### src/design/supply_detect_regs.vh
// Purpose: Offsets, field positions, reset values and timing for supply/load control
// Assumes: AXI4-Lite register slave, 32-bit data, 10 MHz ref_clk
// Notes: Printed offsets are not word multiples, so they are indices; byte address is 4x
// Function
// - Threshold select picks 2.2/2.5/3.1/4.2 V criterion
// - Threshold select bits undefined after reset
// - Enable bit switches detector on/off, reads back
// - Enable bit clears to zero on reset
// - Result reads 1 when supply below criterion
// - Result reads 1 while detector disabled
// - Heavy-load bit enters/leaves mode, reads back
// - Heavy-load bit clears to zero on reset
// - Mode selects which bias level is regulated
// - Duty bit selects 1/8 or 1/16, resets 0
// - Blank-all resets 1, light-all resets 0
// - Any of four sources asserts initial reset
// - Build option picks input-port pin combination
// - Port reset needs 2 s of joint low
// - Reset pin filter rejects pulses under 2 ms
// - Oscillation detector holds reset until running
`ifndef SUPPLY_DETECT_REGS_VH
`define SUPPLY_DETECT_REGS_VH

`define IDX_LCD_LOAD 12'hF71
`define IDX_SUPPLY 12'hF73
`define ADDR_LCD_LOAD 14'h3DC4
`define ADDR_SUPPLY 14'h3DCC
`define ADDR_RESET_STATUS 14'h3DD0

`define BIT_HEAVY_LOAD 0
`define BIT_DUTY 1
`define BIT_LIGHT_ALL 2
`define BIT_BLANK_ALL 3
`define BIT_THR_LO 0
`define BIT_THR_HI 1
`define BIT_DET_EN 2
`define BIT_LOW_RESULT 3

`define RST_LCD_LOAD 4'h8
`define RST_DET_EN 1'b0

`define THR_2V2 2'h0
`define THR_2V5 2'h1
`define THR_3V1 2'h2
`define THR_4V2 2'h3

`define PORT_COMBO_NONE 2'h0
`define PORT_COMBO_PAIR 2'h1
`define PORT_COMBO_TRIO 2'h2
`define PORT_COMBO_ALL4 2'h3

`define CLK_HZ 10000000
`define CLK_PER_MS (`CLK_HZ / 1000)
`define PORT_HOLD_MS 2000
`define PIN_HOLD_MS 2

`define RESP_OKAY 2'h0
`define RESP_SLVERR 2'h2

`endif

### src/design/low_hold_filter.v
// Purpose: Passes a level only after it stays high for a set number of cycles
// Assumes: Input already synchronised to ref_clk
// Notes: Used for the reset pin noise filter and the port hold timer
`timescale 1ns/1ns
module low_hold_filter #(
  parameter WIDTH = 32,
  parameter [WIDTH-1:0] HOLD = 32'h1
) (
  // Clock and reset
  input wire ref_clk,
  input wire arst_n,
  // Level in and filtered level out
  input wire level,
  output reg held
);
  reg [WIDTH-1:0] count;

  always @(posedge ref_clk or negedge arst_n)
  begin
    if (!arst_n)
    begin
      count <= {WIDTH{1'b0}};
      held <= 1'b0;
    end
    else if (!level)
    begin
      count <= {WIDTH{1'b0}};
      held <= 1'b0;
    end
    else if (count >= HOLD - 1'b1)
      held <= 1'b1;
    else
      count <= count + 1'b1;
  end
endmodule

### src/design/supply_detect_load_mode_ctrl.v
// Purpose: Supply detector and heavy-load/LCD control registers, initial reset merge
// Assumes: AXI4-Lite master keeps one read and one write in flight at most
// Notes: Analog compare result arrives on supplyBelowCrit for the selected criterion
`timescale 1ns/1ns
`include "supply_detect_regs.vh"
module supply_detect_load_mode_ctrl #(
  parameter [1:0] PORT_COMBO = `PORT_COMBO_ALL4,
  parameter [31:0] PORT_HOLD_CYCLES = `CLK_PER_MS * `PORT_HOLD_MS,
  parameter [31:0] PIN_HOLD_CYCLES = `CLK_PER_MS * `PIN_HOLD_MS
) (
  // Clock and reset
  input wire ref_clk,
  input wire arst_n,
  // AXI4-Lite write address
  input wire [13:0] s_axi_awaddr,
  input wire s_axi_awvalid,
  output reg s_axi_awready,
  // AXI4-Lite write data
  input wire [31:0] s_axi_wdata,
  input wire [3:0] s_axi_wstrb,
  input wire s_axi_wvalid,
  output reg s_axi_wready,
  // AXI4-Lite write response
  output reg [1:0] s_axi_bresp,
  output reg s_axi_bvalid,
  input wire s_axi_bready,
  // AXI4-Lite read address
  input wire [13:0] s_axi_araddr,
  input wire s_axi_arvalid,
  output reg s_axi_arready,
  // AXI4-Lite read data
  output reg [31:0] s_axi_rdata,
  output reg [1:0] s_axi_rresp,
  output reg s_axi_rvalid,
  input wire s_axi_rready,
  // Analog detector interface
  input wire supplyBelowCrit,
  output reg detectorOn,
  output reg [1:0] thresholdSelect,
  // LCD bias and drive controls
  output reg heavyLoadMode,
  output reg biasRegulateLevelOne,
  output reg lcdDutySelect,
  output reg lcdLightAll,
  output reg lcdBlankAll,
  // Initial reset sources and merged output
  input wire resetPin_n,
  input wire [3:0] inputPortLowPins,
  input wire oscRunning,
  input wire watchdogReset,
  output reg initialReset
);
  // Synchronisers, filter outputs and reset merge
  reg [1:0] syncPin;
  reg [3:0] syncPort0;
  reg [3:0] syncPort1;
  reg [1:0] syncOsc;
  reg [1:0] syncWdt;
  reg [1:0] syncBelow;
  wire pinLowHeld;
  wire portLowHeld;
  reg portCombo;
  reg mergedReset;
  reg [3:0] resetCause;
  wire oscRequest;
  wire wdtRequest;

  // Register state
  reg [1:0] thrSel;
  reg detEn;
  reg heavyLoad;
  reg duty;
  reg lightAll;
  reg blankAll;
  reg [31:0] readImage;
  wire wrLcdLoad;
  wire wrSupply;

  // Reset image of the LCD/load register, one constant per field
  localparam [3:0] LCD_RST = `RST_LCD_LOAD;
  localparam [0:0] RST_HEAVY = LCD_RST[`BIT_HEAVY_LOAD];
  localparam [0:0] RST_DUTY = LCD_RST[`BIT_DUTY];
  localparam [0:0] RST_LIGHT = LCD_RST[`BIT_LIGHT_ALL];
  localparam [0:0] RST_BLANK = LCD_RST[`BIT_BLANK_ALL];

  // Write channel holding
  reg awHeld;
  reg wHeld;
  reg [13:0] awAddr;
  reg [31:0] wData;
  reg [3:0] wStrb;
  wire doWrite;

  function validAddr;
    input [13:0] a;
  begin
    validAddr = (a == `ADDR_LCD_LOAD) || (a == `ADDR_SUPPLY) || (a == `ADDR_RESET_STATUS);
  end
  endfunction

  // Detection result: forced high while disabled
  function lowResult;
    input en;
    input below;
  begin
    lowResult = en ? below : 1'b1;
  end
  endfunction

  // Two-flop synchronisers on every pin-side input
  always @(posedge ref_clk or negedge arst_n)
  begin
    if (!arst_n)
    begin
      syncPin <= 2'h0;
      syncPort0 <= 4'hF;
      syncPort1 <= 4'hF;
      syncOsc <= 2'h0;
      syncWdt <= 2'h0;
      syncBelow <= 2'h0;
    end
    else
    begin
      syncPin <= {syncPin[0], ~resetPin_n};
      syncPort0 <= inputPortLowPins;
      syncPort1 <= syncPort0;
      syncOsc <= {syncOsc[0], oscRunning};
      syncWdt <= {syncWdt[0], watchdogReset};
      syncBelow <= {syncBelow[0], supplyBelowCrit};
    end
  end

  // Build-time pin combination for port reset
  always @*
  begin
    case (PORT_COMBO)
      `PORT_COMBO_PAIR: portCombo = ~syncPort1[0] & ~syncPort1[1];
      `PORT_COMBO_TRIO: portCombo = ~(|syncPort1[2:0]);
      `PORT_COMBO_ALL4: portCombo = ~(|syncPort1);
      default: portCombo = 1'b0;
    endcase
  end

  low_hold_filter #(.WIDTH(32), .HOLD(PIN_HOLD_CYCLES)) pinFilter (
    .ref_clk(ref_clk),
    .arst_n(arst_n),
    .level(syncPin[1]),
    .held(pinLowHeld)
  );

  low_hold_filter #(.WIDTH(32), .HOLD(PORT_HOLD_CYCLES)) portFilter (
    .ref_clk(ref_clk),
    .arst_n(arst_n),
    .level(portCombo),
    .held(portLowHeld)
  );

  // Oscillator not yet running, or watchdog expiry, each request reset
  assign oscRequest = ~syncOsc[1];
  assign wdtRequest = syncWdt[1];

  always @*
  begin
    mergedReset = pinLowHeld | portLowHeld | oscRequest | wdtRequest;
  end

  // Merged reset output and latched cause bits
  always @(posedge ref_clk or negedge arst_n)
  begin
    if (!arst_n)
    begin
      initialReset <= 1'b1;
      resetCause <= 4'h0;
    end
    else
    begin
      initialReset <= mergedReset;
      // Sticky: only the external reset clears a cause bit
      if (mergedReset)
        resetCause <= resetCause | {wdtRequest, oscRequest, portLowHeld, pinLowHeld};
    end
  end

  // Commit once both halves are held and the last response has been taken
  assign doWrite = awHeld && wHeld && !s_axi_bvalid;
  assign wrLcdLoad = doWrite && wStrb[0] && (awAddr == `ADDR_LCD_LOAD);
  assign wrSupply = doWrite && wStrb[0] && (awAddr == `ADDR_SUPPLY);

  // Write path: address and data taken in either order
  always @(posedge ref_clk or negedge arst_n)
  begin
    if (!arst_n)
    begin
      awHeld <= 1'b0;
      wHeld <= 1'b0;
      awAddr <= 14'h0;
      wData <= 32'h0;
      wStrb <= 4'h0;
      s_axi_awready <= 1'b0;
      s_axi_wready <= 1'b0;
      s_axi_bvalid <= 1'b0;
      s_axi_bresp <= `RESP_OKAY;
    end
    else
    begin
      // Readies pulse for one cycle, so a held channel is never taken twice
      s_axi_awready <= !awHeld && !s_axi_awready && !s_axi_bvalid;
      s_axi_wready <= !wHeld && !s_axi_wready && !s_axi_bvalid;
      if (s_axi_awvalid && s_axi_awready)
      begin
        awHeld <= 1'b1;
        awAddr <= s_axi_awaddr;
        s_axi_awready <= 1'b0;
      end
      if (s_axi_wvalid && s_axi_wready)
      begin
        wHeld <= 1'b1;
        wData <= s_axi_wdata;
        wStrb <= s_axi_wstrb;
        s_axi_wready <= 1'b0;
      end
      if (doWrite)
      begin
        awHeld <= 1'b0;
        wHeld <= 1'b0;
        s_axi_bvalid <= 1'b1;
        s_axi_bresp <= validAddr(awAddr) ? `RESP_OKAY : `RESP_SLVERR;
      end
      else if (s_axi_bvalid && s_axi_bready)
        s_axi_bvalid <= 1'b0;
    end
  end

  // Control registers; held at defaults while initial reset is asserted
  always @(posedge ref_clk or negedge arst_n)
  begin
    if (!arst_n)
    begin
      detEn <= `RST_DET_EN;
      heavyLoad <= RST_HEAVY;
      duty <= RST_DUTY;
      lightAll <= RST_LIGHT;
      blankAll <= RST_BLANK;
    end
    else if (initialReset)
    begin
      detEn <= `RST_DET_EN;
      heavyLoad <= RST_HEAVY;
      duty <= RST_DUTY;
      lightAll <= RST_LIGHT;
      blankAll <= RST_BLANK;
    end
    else
    begin
      if (wrLcdLoad)
      begin
        heavyLoad <= wData[`BIT_HEAVY_LOAD];
        duty <= wData[`BIT_DUTY];
        lightAll <= wData[`BIT_LIGHT_ALL];
        blankAll <= wData[`BIT_BLANK_ALL];
      end
      if (wrSupply)
        detEn <= wData[`BIT_DET_EN];
    end
  end

  // Threshold select has no reset, stays as last written
  always @(posedge ref_clk)
  begin
    if (wrSupply)
      thrSel <= wData[`BIT_THR_HI:`BIT_THR_LO];
  end

  // Outputs to the analog detector
  always @(posedge ref_clk or negedge arst_n)
  begin
    if (!arst_n)
    begin
      detectorOn <= `RST_DET_EN;
      thresholdSelect <= `THR_2V2;
    end
    else
    begin
      detectorOn <= detEn;
      thresholdSelect <= thrSel;
    end
  end

  // Outputs to the LCD bias generator and driver
  always @(posedge ref_clk or negedge arst_n)
  begin
    if (!arst_n)
    begin
      heavyLoadMode <= RST_HEAVY;
      biasRegulateLevelOne <= RST_HEAVY;
      lcdDutySelect <= RST_DUTY;
      lcdLightAll <= RST_LIGHT;
      lcdBlankAll <= RST_BLANK;
    end
    else
    begin
      heavyLoadMode <= heavyLoad;
      biasRegulateLevelOne <= heavyLoad;
      lcdDutySelect <= duty;
      lcdLightAll <= lightAll;
      lcdBlankAll <= blankAll;
    end
  end

  // Read image of the addressed word; unmapped words read as zero
  always @*
  begin
    case (s_axi_araddr)
      `ADDR_LCD_LOAD: readImage = {28'h0, blankAll, lightAll, duty, heavyLoad};
      `ADDR_SUPPLY: readImage = {28'h0, lowResult(detEn, syncBelow[1]), detEn, thrSel};
      `ADDR_RESET_STATUS: readImage = {28'h0, resetCause};
      default: readImage = 32'h0;
    endcase
  end

  // Read path
  always @(posedge ref_clk or negedge arst_n)
  begin
    if (!arst_n)
    begin
      s_axi_arready <= 1'b0;
      s_axi_rvalid <= 1'b0;
      s_axi_rdata <= 32'h0;
      s_axi_rresp <= `RESP_OKAY;
    end
    else
    begin
      s_axi_arready <= !s_axi_arready && !s_axi_rvalid;
      if (s_axi_arvalid && s_axi_arready)
      begin
        s_axi_arready <= 1'b0;
        s_axi_rvalid <= 1'b1;
        s_axi_rresp <= validAddr(s_axi_araddr) ? `RESP_OKAY : `RESP_SLVERR;
        s_axi_rdata <= readImage;
      end
      else if (s_axi_rvalid && s_axi_rready)
        s_axi_rvalid <= 1'b0;
    end
  end
endmodule

### config.mk
export PLATFORM = sky130hd
export DESIGN_NAME = supply_detect_load_mode_ctrl
export DESIGN_NICKNAME = d
export VERILOG_FILES = /design/src/design/low_hold_filter.v /design/src/design/supply_detect_load_mode_ctrl.v
export VERILOG_INCLUDE_DIRS = /design/src /design/src/design
export SDC_FILE = /design/constraint.sdc
export NUM_CORES = 1
export LEC_CHECK = 0
export BUFFER_PORTS_ARGS = -buffer_cell sky130_fd_sc_hd__buf_2
export CAP_MARGIN = 20
export CORE_ASPECT_RATIO = 1.25
export CORE_MARGIN = 2
export CORE_UTILIZATION = 54
export DETAILED_ROUTE_END_ITERATION = 8
export GPL_TIMING_DRIVEN = 0
export HOLD_SLACK_MARGIN = 0.05
export PLACE_DENSITY = 0.88
export SKIP_CTS_REPAIR_TIMING = 1
export SLEW_MARGIN = 5
export SYNTH_ARGS = -nofsm -noshare
export SYNTH_HDL_FRONTEND = slang
export SYNTH_SLANG_ARGS = --single-unit
### constraint.sdc
create_clock -name ref_clk -period 2.86 [get_ports ref_clk]
set_clock_uncertainty 0.15 [all_clocks]
set_input_delay 0.286 -clock ref_clk [delete_from_list [all_inputs] [get_ports ref_clk]]
set_output_delay 0.286 -clock ref_clk [all_outputs]
set_load 0.05 [all_outputs]
; ---- Yosys cells after proc, flatten, opt, wreduce, memory -nomap -nowiden
; Index checks and enable logic that the tools add are counted.
[word_totals]
out_inout_bits = 50
reg_bits = 163
word_cells = 123
inputBits = 79
[op_classes]
n_reduce_logical = 34
n_eq_ne = 9
n_mux = 33
bitwise_logic = 6
add_sub_neg = 2
n_lt_le_gt_ge = 2
[ops]
columns = op, n
row1 = 32-bit 2-to-1 mux, 4
row2 = 14-bit == test (second input constant), 6
row3 = 32-bit by 1-bit adder with 32-bit output (second input constant), 2
row4 = 32-bit by 15-bit >= comparator with 1-bit output (second input constant), 1
row5 = 32-bit by 25-bit >= comparator with 1-bit output (second input constant), 1
row6 = 1-bit 2-to-1 mux, 26
row7 = 1-bit logical AND, 15
row8 = 2-bit nonzero test, 7
row9 = 4-bit one-hot mux with 3 select lines, 1
row10 = 1-bit logical NOT, 7
row11 = 1-bit logical OR, 4
row12 = 2-bit 2-to-1 mux, 2
row13 = 2-bit != test (second input constant), 2
row14 = 4-bit OR, 1
row15 = 4-bit OR reduction, 1
row16 = 1-bit OR, 3
row17 = 2-bit by 1-bit != test with 1-bit output (second input constant), 1
row18 = 1-bit NOT, 2

; ---- Logic depth before layout (Yosys ltp)
; Gate-level depths: netlist (run 1).
[logic_depth]
word_depth = 6
ltp_mapped = 8
mapped_depth_nobuf = 6

; ---- Cells and area by module
; From an unflattened synthesis (run 1), not the netlist that was laid out.
[unflattened]
hier_cells = 523
area_unflattened_um2 = 6022.0
[modules_own_cells]
columns = module, instances, area_per_inst_um2, seq_area_each_um2, cells_per_inst
row1 = supply_detect_load_mode_ctrl, 1, 2700.1, 1700.4, 201
row2 = low_hold_filter (portFilter), 1, 1810.5, 825.8, 185
row3 = low_hold_filter (pinFilter), 1, 1511.4, 825.8, 137

; ---- Least setup slack after synthesis (run 1)
; Ideal clock, no wire load.
[synth_timing]
path_kind = register -> register
from = register portFilter.count[19]
to = register portFilter.count[13]
stages_incl_launch_ff = 8
setup_time_ns = 0.119
path_buffers = 2
t_arrival_ns = 2.012
path_slack_ns = 0.580
period_less_slack_ns = 2.280
required_ns = 2.591
path_cell_list = dfrtp_1 or3_4 or4_4 a311oi_2 buf_4 buf_6 nor4_1 o21a_1
[synth_via]
elab_chain_len = 2
[synth_rtl]
columns = element, line_no
row1 = from (decl), low_hold_filter.v:16  ; reg [WIDTH-1:0] count;
row2 = from (signal assigned), low_hold_filter.v:22  ; count <= {WIDTH{1'b0}};
row3 = from (signal assigned), low_hold_filter.v:27  ; count <= {WIDTH{1'b0}};
row4 = from (signal assigned), low_hold_filter.v:33  ; count <= count + 1'b1;
row5 = 32-bit by 25-bit >= comparator with 1-bit output, low_hold_filter.v:30  ; else if (count >= HOLD - 1'b1)
row6 = 2-bit != test (no source line), --
; No other way between the ends.
; A chain may end at the register's enable or synchronous reset.

; ---- Worst setup path in the final report (run 1)
[layout_timing]
from = register portFilter.count[25]
to = register portFilter.count[11]
; The elaborated chain is that of the path after synthesis.

==> results of run 1 <==
-- placed cells by master (no fill, tap or decap), types with 13 or more instances in the layout --
master,n
sky130_fd_sc_hd__a21oi_1,20
sky130_fd_sc_hd__mux2_2,19
sky130_fd_sc_hd__dlygate4sd3_1,32
sky130_fd_sc_hd__nand3_1,16
sky130_fd_sc_hd__conb_1,30
sky130_fd_sc_hd__nand4_1,14
sky130_fd_sc_hd__mux2i_1,16
sky130_fd_sc_hd__clkbuf_16,17
sky130_fd_sc_hd__nor4_1,16
sky130_fd_sc_hd__buf_2,67
sky130_fd_sc_hd__nor2_1,17
sky130_fd_sc_hd__dfrtp_1,120
sky130_fd_sc_hd__buf_4,32
sky130_fd_sc_hd__and2_1,35
sky130_fd_sc_hd__nand2_1,41
sky130_fd_sc_hd__or4_1,13
sky130_fd_sc_hd__clkbuf_1,13
-- worst reg2reg max path, cell delays in order, from the launching register on --
cell and delay (ps):
sky130_fd_sc_hd__dfrtp_1 390, sky130_fd_sc_hd__or4_1 580, sky130_fd_sc_hd__nor4_4 250, sky130_fd_sc_hd__nand2_1 270, sky130_fd_sc_hd__buf_2 270, sky130_fd_sc_hd__nor4_1 440
sky130_fd_sc_hd__mux2i_1 250
-- sequential cells by signal (all words and copies together), names as in the netlist, 2 cells and up --
signal	count
syncWdt	2
pinFilter.count	32
s_axi_rdata	4
syncPort1	4
syncPin	2
thresholdSelect	2
syncOsc	2
portFilter.count	32
awAddr	14
syncPort0	4
wData	4
thrSel	2
syncBelow	2
resetCause	4
-- cells by family (layout without fill, tap and decap cells) --
| kind of cell | after synthesis | count (layout) |
|---|---|---|
| AOI/OAI and AO/OA | 73 | 73 |
| adders and majority gates | 2 | 2 |
| xor gates and xnor gates | 6 | 6 |
| DFF | 133 | 133 |
| other | 1 | 30 |
| muxes | 35 | 35 |
| and+or+nand+nor | 213 | 213 |
| buffers and inverters | 59 | 190 |
-- final cells by class --
class                           instances  area, sq um  share of cell area [%]
Clock inverter                         13        180.2                   2.400
Tap cell                              132        165.2                   2.200
Clock buffer                           19        432.9                   5.768
Inverter                               10        37.54                  0.5001
Sequential cell                       133         3352                   44.66
Timing Repair Buffer                   99        684.4                   9.118
Buffer                                 49        314.1                   4.184
Multi-Input combinational cell        359         2340                   31.17
-- metrics by stage --
stage,setup WS (ps),total power [mW]
after floorplan,579.7,2.827
after global placement,-206.0,2.993
after detailed placement,207.4,3.046
after CTS,157.0,5.303
after global routing,59.60,5.558
final,173.5,5.359
-- layer usage --
layer  vias to the layer above  global-route usage (%)  part of all wire [%]
met2                       196                   38.28                    54
met3                        34                   4.954                   5.0
li1                       2135                       -                     -
met4                         0                   9.983                   2.4
met5                         -                       0                     0
met1                      2288                   26.88                    38
-- path summary, 6_finish.rpt --
path                                      startpoint  depth (start not counted)                    to
worst max register to register  portFilter.count[25]                          6  portFilter.count[11]
max in group asynchronous                     arst_n                          3          syncPort0[2]
worst max-delay path            portFilter.count[25]                          6  portFilter.count[11]
worst min-delay path                   s_axi_arvalid                          3          s_axi_rvalid
worst min register to register            syncPin[0]                          0            syncPin[1]
min in group asynchronous                     arst_n                          2                  duty
-- power groups by stage --
stage | combinational [mW] | sequential, mW | clock [mW]
after global placement | 0.718 | 2.27 | 0
after CTS | 0.760 | 2.27 | 2.28
after floorplan | 0.411 | 2.42 | 0
final | 0.810 | 2.29 | 2.26
after detailed placement | 0.750 | 2.30 | 0
after global routing | 0.873 | 2.31 | 2.37
-- synth_stat cells, types with 3 or more instances --
cell type	count
sky130_fd_sc_hd__nand2_1	41
sky130_fd_sc_hd__and3_1	5
sky130_fd_sc_hd__nor3_1	9
sky130_fd_sc_hd__mux2i_1	16
sky130_fd_sc_hd__or2_2	3
sky130_fd_sc_hd__nor4_1	16
sky130_fd_sc_hd__a31oi_1	3
sky130_fd_sc_hd__dfstp_2	11
sky130_fd_sc_hd__buf_1	3
sky130_fd_sc_hd__dfrtp_1	120
sky130_fd_sc_hd__and2_1	35
sky130_fd_sc_hd__and4_1	6
sky130_fd_sc_hd__xor2_1	6
sky130_fd_sc_hd__nand4_1	14
sky130_fd_sc_hd__nand3_1	16
sky130_fd_sc_hd__o21a_1	5
sky130_fd_sc_hd__clkbuf_1	11
sky130_fd_sc_hd__o21ai_0	9
sky130_fd_sc_hd__nor2b_1	5
sky130_fd_sc_hd__or4_1	13
sky130_fd_sc_hd__a21oi_1	20
sky130_fd_sc_hd__buf_4	32
sky130_fd_sc_hd__or3_1	3
sky130_fd_sc_hd__inv_1	10
sky130_fd_sc_hd__nor2_1	17
sky130_fd_sc_hd__nand4b_1	4
sky130_fd_sc_hd__nand2b_1	12
sky130_fd_sc_hd__mux2_2	19
sky130_fd_sc_hd__o31ai_1	11
==> results.md, run 1 <==
- The flow ran to the end, and the final reports show no timing, DRC or antenna violations.
- The number of maximum-capacitance violations is 0.
- The final routed wire length divided by cell count is roughly 17 microns.
- For this run, the total global-route usage over all layers was measured as roughly 22%.
- The initial antenna violation count is 0.
- The number of clock buffers added by TritonCTS is 17.
- The final antenna diode count is 0.
- The area share of fa/ha/maj cells after synthesis is 0.4217%.
- After routing the design area is around 0.0075 sq mm.
- The number of remaining DRC errors is 0.
- The combinational group share of total power is between 10% and 20%.
- The final weighted congestion in routability-driven placement is between 0.9 and 1.
- The top fanout value on the critical path is 10.
- The synthesized netlist devotes 0.8855% of its cell area to XOR and XNOR gates.
- In this run the standard cell core region covers 0.01067 sq mm.
- During synthesis, Yosys emitted a total of 0 warnings.
- The synthesized-area fraction occupied by and/or/nand/nor cells is 21.46%.
- In this run the tightest slew margin relative to its limit is ~44%.
- For the worst setup path, the data required time is about 3000 ps.
- Summed over all cells, the static leakage comes to 3.495 nW.
- In the final design database the tool counted 750 nets.
- Setup repair after global routing left no endpoint under its margin.
- STA classifies the critical path startpoint as a register.
- The count of nets left with antenna violations once routing finished came out at 0.
- The number of filler instances in the final layout is between 700 and 800.
- For this run, the slowest stage of the critical path takes 580 ps.
- The final non-filler cell total is slightly above 800.
- The detailed router finished its first iteration with 361 violations.
- The signal on the critical path passes through or4_1 > nor4_4 > nand2_1 > buf_2 > nor4_1 > mux2i_1.
- After clock tree synthesis, the clock-pin slew on the worst setup and hold paths is around 60 ps.
- The cell type with the largest total area after synthesis is sky130_fd_sc_hd__dfrtp_1.
- Including well taps, the total number of placed cells is 750.
- The fraction of synthesis flops using an asynchronous set or reset pin is roughly 100%.
- The later pin in the worst-skew pair is clocked with a latency of about 420 ps.
- For this design the top-level I/O count stands at about 130.
- The number of rows created at floorplan is 42.
- The area enclosed by the die boundary is between 0.01 and 0.015 sq mm.
- The kind of critical path is reg2reg.
- Measured along the x axis, the die boundary spans a little under 100 microns.
- Dividing total power by cell area gives a power density of roughly 710 mW/mm^2.
- By area, the combinational part of the netlist is dominated by simple AND/OR/NAND/NOR gates.
- Setup violations remaining at the end of the flow were counted as 0.
- STA puts the critical path data arrival time at around 2900 ps.
- The maximum VDD drop is about 0.6 mV.
- Buffers placed on the I/O ports in this run total 66.
- The dominant delay contributor by cell family on the critical path is simple AND/OR/NAND/NOR gates.
- Summing the sequential cell areas from Yosys gives 56.48% of the chip area.
- The multiplexer share of the synthesized area is approximately 6.3%.
- Counting flops with a built-in enable in the synthesized netlist gives 2.
- CTS saw approximately 130 sinks.
- The sort of element at the end of the critical path is a register.
- The initial utilization of the core area, before any placement, comes to a little under three fifths.
- Counting every instance in the synthesized netlist gives around 520.
- The number of endpoints with negative hold slack in the final report is 0.
- The floorplan step set the die height to ~120 microns.
- The H-tree level count is 4.
- The cell area that synthesis handed to floorplanning was 0.005934 sq mm.
- The fraction of post-synthesis cell area in the top cell type by area is roughly half.
- For this run, the top clock speed supported by timing is between 300 and 400 MHz.
- For the pin with the worst max-slew slack, the measured transition is slightly above 800 ps.
- The worst min-delay path class is in2reg.
- The worst path uses between 90% and 100% of the clock period.
- At the end of the flow the core is filled with cells to 70.36%.
- The worst register-to-register path has a setup slack of ~170 ps.
- The detailed-route wire length is 13.94 mm.
- The count of distinct cell types in the synthesized netlist is 66.
- The net switching power figure is 1.486 mW.
- The number of global-route vias before repair is roughly 4400.
- In this run, the clock network consumes a little over two fifths of the power.
- The average instance area after synthesis is 11.37 sq um.
- The share of layout cells above drive strength 1 is 25.51%.
- The number of buffers and inverters on the critical path is 1.
- The complex-gate fraction of the synthesized area is about 8.5%.
- TritonCTS built the clock tree.
- Summed over all layers, the global routing overflow is 0.
- The total internal power is 3.873 mW.
- The placed instances occupy a cell area of 0.006573 sq mm.
- After synthesis the netlist holds a flip-flop and latch count of 133.
- Yosys attributes the largest share of cell area to sky130_fd_sc_hd__dfrtp_1 (51%), sky130_fd_sc_hd__dfstp_2 (4.9%), sky130_fd_sc_hd__buf_4 (4.0%).
- The slowest cell on the critical path is sky130_fd_sc_hd__or4_1.
- Entering global routing, the biggest net connects 80 pins.
- The clock period minus worst slack is approximately 2700 ps.
- The HPWL reported at the end of detailed placement is between 8 and 9 mm.
- Summed over all failing endpoints, the final setup total negative slack is 0 ps.
- In this run the deepest clock path goes through 2 buffers.
- The switching fraction of total power is between 20 and 30%.
- The root buffer cell is sky130_fd_sc_hd__clkbuf_16.
- The dominant synthesized flop cell is sky130_fd_sc_hd__dfrtp_1.
- Compared with the post-synthesis result, the final layout area differs by 26.48%.
- Before antenna repair, the detailed router went through 5 iterations.
- The number of max-slew violations in the final report was 0.
- The first-pass GRT wire length is 20.93 mm.
- After detailed routing, the number of vias per cell comes to approximately 5.7.
- The via count of the routed design is between 4000 and 5000.
- The proportion of power drawn by flip-flops and latches is between 40% and 50%.
- Final hold analysis gives a worst-case slack of 114.7 ps.
Power figures use the tool's default switching activity.
==> run 2: changes to the inputs <==
--- a/config.mk
+++ b/config.mk
@@ -12,7 +12,6 @@
 export CORE_MARGIN = 2
 export CORE_UTILIZATION = 54
 export DETAILED_ROUTE_END_ITERATION = 8
-export GPL_TIMING_DRIVEN = 0
 export HOLD_SLACK_MARGIN = 0.05
 export PLACE_DENSITY = 0.88
 export SKIP_CTS_REPAIR_TIMING = 1
@@ -20,3 +19,4 @@
 export SYNTH_ARGS = -nofsm -noshare
 export SYNTH_HDL_FRONTEND = slang
 export SYNTH_SLANG_ARGS = --single-unit
+export TNS_END_PERCENT = 50
==> results.md, run 2 (same netlist as run 1, synthesis figures left out) <==
- STA classifies the critical path endpoint as a register.
- The number of maximum-capacitance violations is 0 (unchanged).
- The number of max-slew violations in the final report is 0 (unchanged).
- The x dimension of the die is 97.77 microns (unchanged).
- The share of layout cells above drive strength 1 came to 23.47% (-2.0 points).
- The DRC violation total after the first TritonRoute iteration is 387 (+7.2%).
- The number of clock buffers inserted by TritonCTS is 17 (unchanged).
- The slowest cell on the critical path is sky130_fd_sc_hd__or4b_1.
- The final routed wire length divided by cell count is 17.81 microns (+4.1%).
- The number of buffers on the longest clock path is 2 (unchanged).
- The total congestion overflow is 0 (unchanged).
- The clock input transition at the sequential cells of the worst setup and hold paths is 60 ps (about the same).
- The final critical-path share of the clock period is 87.88% (-6.1 points).
- The final total power is 5.330 mW (-0.55%).
- The reported leakage power is 3.309 nW (-5.3%).
- The starting utilization of the core area is 55.63% (unchanged).
- The post-layout worst setup margin came to 346.6 ps (+173.1 ps).
- The number of rows created at floorplan was 42 (unchanged).
- The area of all placed cells without fillers is 0.007233 sq mm (-3.6%).
- The top fanout value on the critical path was 3 (-7).
- The placeable core area came to 0.01067 sq mm (unchanged).
- The area enclosed by the die boundary is 0.01185 sq mm (unchanged).
- The worst-margin pin slew was 983.6 ps (+156.8 ps).
- The final layout net count is 707 (-5.7%).
- From synthesis to final layout, the design area changed by 21.88%.
- The critical path data required time is 3020 ps (-20 ps).
- The initial antenna violation count is 1 (+1).
- The HPWL reported at the end of detailed placement came to 7.882 mm (-7.9%).
- The kind of critical path is reg2reg.
- The tree is rooted in a sky130_fd_sc_hd__clkbuf_16.
- The source-to-sink clock delay at the later pin of the worst-skew pair came to 420 ps (about the same).
- The top cell types in the final layout, fill and taps aside, are sky130_fd_sc_hd__dfrtp_1 (120), sky130_fd_sc_hd__buf_2 (66), sky130_fd_sc_hd__nand2_1 (41), sky130_fd_sc_hd__and2_1 (35), sky130_fd_sc_hd__dlygate4sd3_1 (32).
- The maximum operating frequency came to 397.9 MHz (+6.9%).
- The pre-CTS setup slack is 443.9 ps (+236.4 ps).
- The final number of setup-violating endpoints is 0 (unchanged).
- The utilization of the core after routing is 67.80% (-2.6 points).
- The detailed-route wire length is 13.75 mm (-1.3%).
- The relative slew slack is 34.43% (-9.9 points).
- The H-tree level count is 4 (unchanged).
- The length of the first detailed-routing pass in iterations is 6 (+1).
- The clock period minus worst slack was 2513 ps (-173.1 ps).
- The die boundary height came to 121.2 microns (unchanged).
- The worst-case register-to-register setup slack was 350 ps (+170 ps).
- The total I/O pin count is 129 (unchanged).
- The number of remaining DRC errors is 0 (unchanged).
- The critical path data arrival time is 2670 ps (-200 ps).
- The most common library cell in the layout ignoring fill and taps is sky130_fd_sc_hd__dfrtp_1.
- The post-placement cell count came to 707 (-5.7%).
- The number of port buffers is 67 (+1.5%).
- The detail-routed via count per cell is 5.872 (+2.7%).
- The placed instance area was 0.006296 sq mm (-4.2%).
- In the final layout, the registers with the most flip-flops are pinFilter.count x32, portFilter.count x32, awAddr x14.
- The run finished with clean final reports.
- The final weighted congestion in routability-driven placement is 0.8641 (-5.4%).
- The number of clock sinks is 133 (unchanged).
- The power density normalized to cell area is 736.9 mW/mm^2 (+3.2%).
- The TritonCTS clock tree is built.
- The critical path launch point type is a register.
- The first-pass GRT wire length is 21.44 mm (+2.4%).
- The delay of the slowest cell on the worst path is 580 ps (about the same).
- The number of global-route vias before repair is 4441 (+0.66%).
- The post-detailed-route count of antenna-violating nets is 0 (unchanged).
- The accumulated negative setup slack is 0 ps (unchanged).
- The critical path goes through or4b_1 > or4_4 > nor3_1 > mux2i_1 > nor2_1.
- The final non-filler cell total is 772 (-5.2%).
- The largest net degree at the start of global routing is 49 (-39%).
- The overall global routing resource usage is 22.75% (+0.51 points).
- The via count of the routed design came to 4533 (-2.6%).
- The maximum VDD drop is 0.6282 mV (+4.7%).
- The path class of the tightest hold or removal check is in2reg.
- The number of endpoints with negative hold slack in the final report is 0 (unchanged).
- Setup repair after global routing left no endpoint under its margin.
- The worst hold slack came to 125.5 ps (+10.79 ps).
==> run 2: area by class of cell <==
type | count | area [sq um]
inverter | 10 | 37.54
timing repair buffer | 105 | 715.7
clock inverter | 14 | 175.2
antenna | 1 | 2.502
multi-input combinational | 359 | 2346
fill | 709 | 3435
clock buffer | 18 | 439.2
tap | 132 | 165.2
sequential | 133 | 3352
==> run 2: path summary, 6_finish.rpt <==
check	cells after the start	to	startpoint
worst max-delay path	5	detEn	awAddr[1]
worst min-delay path	3	s_axi_rvalid	s_axi_arvalid
worst max register to register	5	detEn	awAddr[1]
worst min register to register	0	syncPin[1]	syncPin[0]
max in group asynchronous	3	initialReset	arst_n
min in group asynchronous	2	s_axi_rvalid	arst_n
==> run 2: critical path: cells and delay by family (launching register included) <==
kind	cells	cell delay, ps
simple gates	4	1580
flops	1	390
mux	1	280
==> run 2: report_power, final <==
| part | total, mW | internal (mW) | switching, mW |
|---|---|---|---|
| combinational | 0.767 | 0.275 | 0.492 |
| sequential | 2.30 | 2.11 | 0.190 |
| clock | 2.26 | 1.40 | 0.860 |
==> run 2: layer usage <==
layer  share of wire (%)  wire, microns  vias to the layer above  track usage, %
li1                    -              -                     2052               -
met1                  38           5250                     2245           26.99
met2                  54           7383                      186           38.58
met3                 4.1            565                       50           5.012
met4                 4.0            554                        0           12.59
met5                   0              0                        -               0
==> run 3: changes to the inputs <==
--- a/config.mk
+++ b/config.mk
@@ -10,13 +10,14 @@
 export CAP_MARGIN = 20
 export CORE_ASPECT_RATIO = 1.25
 export CORE_MARGIN = 2
-export CORE_UTILIZATION = 54
+export CORE_UTILIZATION = 55
 export DETAILED_ROUTE_END_ITERATION = 8
 export HOLD_SLACK_MARGIN = 0.05
-export PLACE_DENSITY = 0.88
+export PLACE_DENSITY = 0.89
 export SKIP_CTS_REPAIR_TIMING = 1
 export SLEW_MARGIN = 5
 export SYNTH_ARGS = -nofsm -noshare
 export SYNTH_HDL_FRONTEND = slang
+export SYNTH_HIERARCHICAL = 1
 export SYNTH_SLANG_ARGS = --single-unit
 export TNS_END_PERCENT = 50
==> results.md, run 3 <==
- The flow ran to the end, and the final reports show no timing, DRC or antenna violations.
- The largest net degree at the start of global routing came to 63 (+29%).
- In this run the critical register-to-register path is captured at portFilter/count[6].
- The number of rows created at floorplan is 42 (unchanged).
- The signal on the critical path passes through or4_4 > a211oi_4 > nand2_2 > or4_1 > a21oi_1.
- The starting utilization of the core area is 56.73% (+1.1 points).
- The delay of the slowest cell on the worst path is 600 ps (+20 ps).
- The post-layout worst setup margin came to 246.7 ps (-99.84 ps).
- The x dimension of the die is 97.59 microns (-0.18%).
- The post-placement cell count is 710 (+0.42%).
- The reg-to-reg critical path startpoint is portFilter/count[26].
- The area of all sequential standard cells is 0.003352 sq mm (unchanged).
- The total I/O pin count was 129 (unchanged).
- The initial antenna violation count is 0 (-1).
- The clock period minus worst slack was 2613 ps (+99.84 ps).
- The fraction of synthesis flops using an asynchronous set or reset pin is 98.50% (unchanged).
- The final antenna diode count is 0 (-1).
- The final layout net count was 711 (+0.57%).
- The number of enable-type register cells in the synthesized netlist was 2 (unchanged).
- The utilization of the core after routing was 68.48% (+0.68 points).
- By area the synthesized netlist is led by sky130_fd_sc_hd__dfrtp_1 (50%), sky130_fd_sc_hd__dfstp_2 (4.8%), sky130_fd_sc_hd__buf_4 (4.1%).
- The critical path data arrival time was 2800 ps (+130 ps).
- The HPWL reported at the end of detailed placement is 7.967 mm (+1.1%).
- The number of filler instances in the final layout was 680 (-4.1%).
- By count the netlist is led by sky130_fd_sc_hd__dfrtp_1 (120), sky130_fd_sc_hd__nand2_1 (36), sky130_fd_sc_hd__buf_4 (33), sky130_fd_sc_hd__and2_1 (24), sky130_fd_sc_hd__a21oi_1 (22).
- The total congestion overflow was 0 (unchanged).
- The largest registers in the layout are pinFilter/count x32, portFilter/count x32, awAddr x14.
- The timing endpoint of the critical path is portFilter/count[6].
- The pre-CTS setup slack is 285.6 ps (-158.2 ps).
- The share of layout cells above drive strength 1 is 25.66% (+2.2 points).
- The critical path data required time is 3040 ps (+20 ps).
- The critical path launch point type is a register.
- The count of distinct cell types in the synthesized netlist was 66 (unchanged).
- The slowest stage of the critical path belongs to the cell sky130_fd_sc_hd__or4_1.
- The final critical-path share of the clock period is 91.37% (+3.5 points).
- The power density normalized to cell area was 703.0 mW/mm^2 (-4.6%).
- The top fanout value on the critical path was 27 (+24).
- The placeable core area was 0.01062 sq mm (-0.49%).
- The number of max-slew violations in the final report is 0 (unchanged).
- The worst min-delay path class is in2reg.
- The number of remaining DRC errors came to 0 (unchanged).
- The DRC violation total after the first TritonRoute iteration came to 311 (-20%).
- The worst-margin pin slew is 572.0 ps (-411.6 ps).
- The dominant synthesized flop cell is sky130_fd_sc_hd__dfrtp_1.
- In the layout the commonest cells are sky130_fd_sc_hd__dfrtp_1 (120), sky130_fd_sc_hd__buf_2 (66), sky130_fd_sc_hd__nand2_1 (36), sky130_fd_sc_hd__dlygate4sd3_1 (33), sky130_fd_sc_hd__conb_1 (30).
- The total standard cell area after synthesis is 0.006022 sq mm (+1.5%).
- The root buffer cell is sky130_fd_sc_hd__clkbuf_16.
- The post-synthesis register bit count came to 133 (unchanged).
- The die boundary height came to 121.0 microns (-0.18%).
- The via count of the routed design is 4529 (-0.088%).
- By startpoint and endpoint, the worst setup path is classified as reg2reg.
- The area enclosed by the die boundary is 0.01181 sq mm (-0.36%).
- The first-pass GRT wire length came to 21.00 mm (-2.1%).
- The worst hold slack was 151.3 ps (+25.77 ps).
- The number of port buffers is 67 (unchanged).
- sky130_fd_sc_hd__dfrtp_1 is the most common cell in the netlist.
- The accumulated negative setup slack was 0 ps (unchanged).
- The cell type with the largest total area after synthesis is sky130_fd_sc_hd__dfrtp_1.
- The maximum VDD drop came to 0.5789 mV (-7.9%).
- The cell count of the worst reg-to-reg path came to 5 (unchanged).
- The source-to-sink clock delay at the later pin of the worst-skew pair was 420 ps (about the same).
- The final non-filler cell total came to 775 (+0.39%).
- The most common library cell in the layout ignoring fill and taps is sky130_fd_sc_hd__dfrtp_1.
- The Yosys warning count is 6 (+6).
- STA classifies the critical path endpoint as a register.
- The maximum operating frequency is 382.7 MHz (-3.8%).
- TritonCTS built the clock tree.
- The number of clock sinks is 133 (unchanged).
- The instance count of the mapped netlist was 523 (+0.19%).
- The number of buffers on the longest clock path was 2 (unchanged).
- The length of the first detailed-routing pass in iterations is 5 (-1).
- The worst-case register-to-register setup slack was 250 ps (-100 ps).
- The first element of the critical path is portFilter/count[26].
- The sequential cell area fraction in the yosys report was 55.66% (-0.82 points).
- The fraction of post-synthesis cell area in the top cell type by area is 49.86% (-0.74 points).
- The post-detailed-route count of antenna-violating nets is 0 (unchanged).
- The clock input transition at the sequential cells of the worst setup and hold paths is 60 ps (about the same).
- The average instance area after synthesis is 11.51 sq um (+1.3%).
- The number of maximum-capacitance violations came to 0 (unchanged).
- The relative slew slack is 61.78% (+27 points).
- The detailed-route wire length came to 14.19 mm (+3.2%).
- The multi-input combinational cell area is 0.002405 sq mm (+2.5%).
- The overall global routing resource usage is 22.09% (-0.66 points).
- The number of endpoints with negative hold slack in the final report is 0 (unchanged).
- The final weighted congestion in routability-driven placement is 0.8189 (-5.2%).
- Compared with the post-synthesis result, the final layout area differs by 20.71%.
- The H-tree level count was 4 (unchanged).
- The detail-routed via count per cell is 5.844 (-0.47%).
- The final routed wire length divided by cell count is 18.31 microns (+2.8%).
- The final number of setup-violating endpoints was 0 (unchanged).
- Setup repair after global routing left no endpoint under its margin.
- The number of clock buffers inserted by TritonCTS is 17 (unchanged).
- The reported leakage power is 3.272 nW (-1.1%).
- The number of global-route vias before repair is 4495 (+1.2%).
run 3: cell families (layout without fill, tap and decap cells):
kind of cell	Yosys count	after routing	synth area share, %
flip-flops	133	133	55.66
AO/OA/AOI/OAI	81	81	9.682
AND/OR/NAND/NOR	212	212	21.25
buffers and inverters	56	147	6.316
adder cells (fa/ha/maj)	2	2	0.4155
multiplexers	33	33	5.880
XOR/XNOR	5	5	0.7273
other	1	30	0.06227
run 3: cell type report:
cell class | instances | area share, %
multi-input combinational | 363 | 33.08
clock inverter | 14 | 1.945
timing repair buffer | 108 | 10.19
sequential | 133 | 46.11
tap | 132 | 2.272
inverter | 7 | 0.3614
clock buffer | 18 | 6.041
run 3: power breakdown:
| group | switching (mW) | internal, mW |
|---|---|---|
| combinational | 0.432 | 0.279 |
| sequential | 0.188 | 2.10 |
| clock | 0.871 | 1.24 |
run 3: critical path, delay by kind of cell (launching register included):
kind,cells,cell delay [ps]
simple gates,3,1520
compound gates,2,480
flops,1,380
run 3: layer usage:
| layer | track usage [%] | vias up | share of wire [%] |
|---|---|---|---|
| met5 | 0 | - | 0 |
| met4 | 10.33 | 0 | 4.1 |
| met3 | 5.184 | 47 | 3.5 |
| met2 | 38.66 | 167 | 54 |
| met1 | 25.72 | 2265 | 38 |
| li1 | - | 2050 | - |
run 3: worst min path at each step:
stage / endpoint / cells after the start / startpoint / slack, ps
6_report: s_axi_rresp[1] / 4 / s_axi_araddr[6] / 150
5_1_grt: s_axi_rresp[1] / 4 / s_axi_araddr[6] / 150
4_1_cts: s_axi_arready / 1 / arst_n / -330
3_5_place_dp: s_axi_rdata[2] / 1 / arst_n / 110
3_3_place_gp: s_axi_arready / 1 / arst_n / 100
2_1_floorplan: awAddr[0] / 0 / arst_n / -160
run 3: per-stage QoR:
stage / area, sq um / total power, mW
floorplan: 6131 / 2.782
global placement: 6359 / 2.891
detailed placement: 6359 / 2.939
CTS: 6939 / 5.040
global route: 7269 / 5.296
finish: 7269 / 5.111
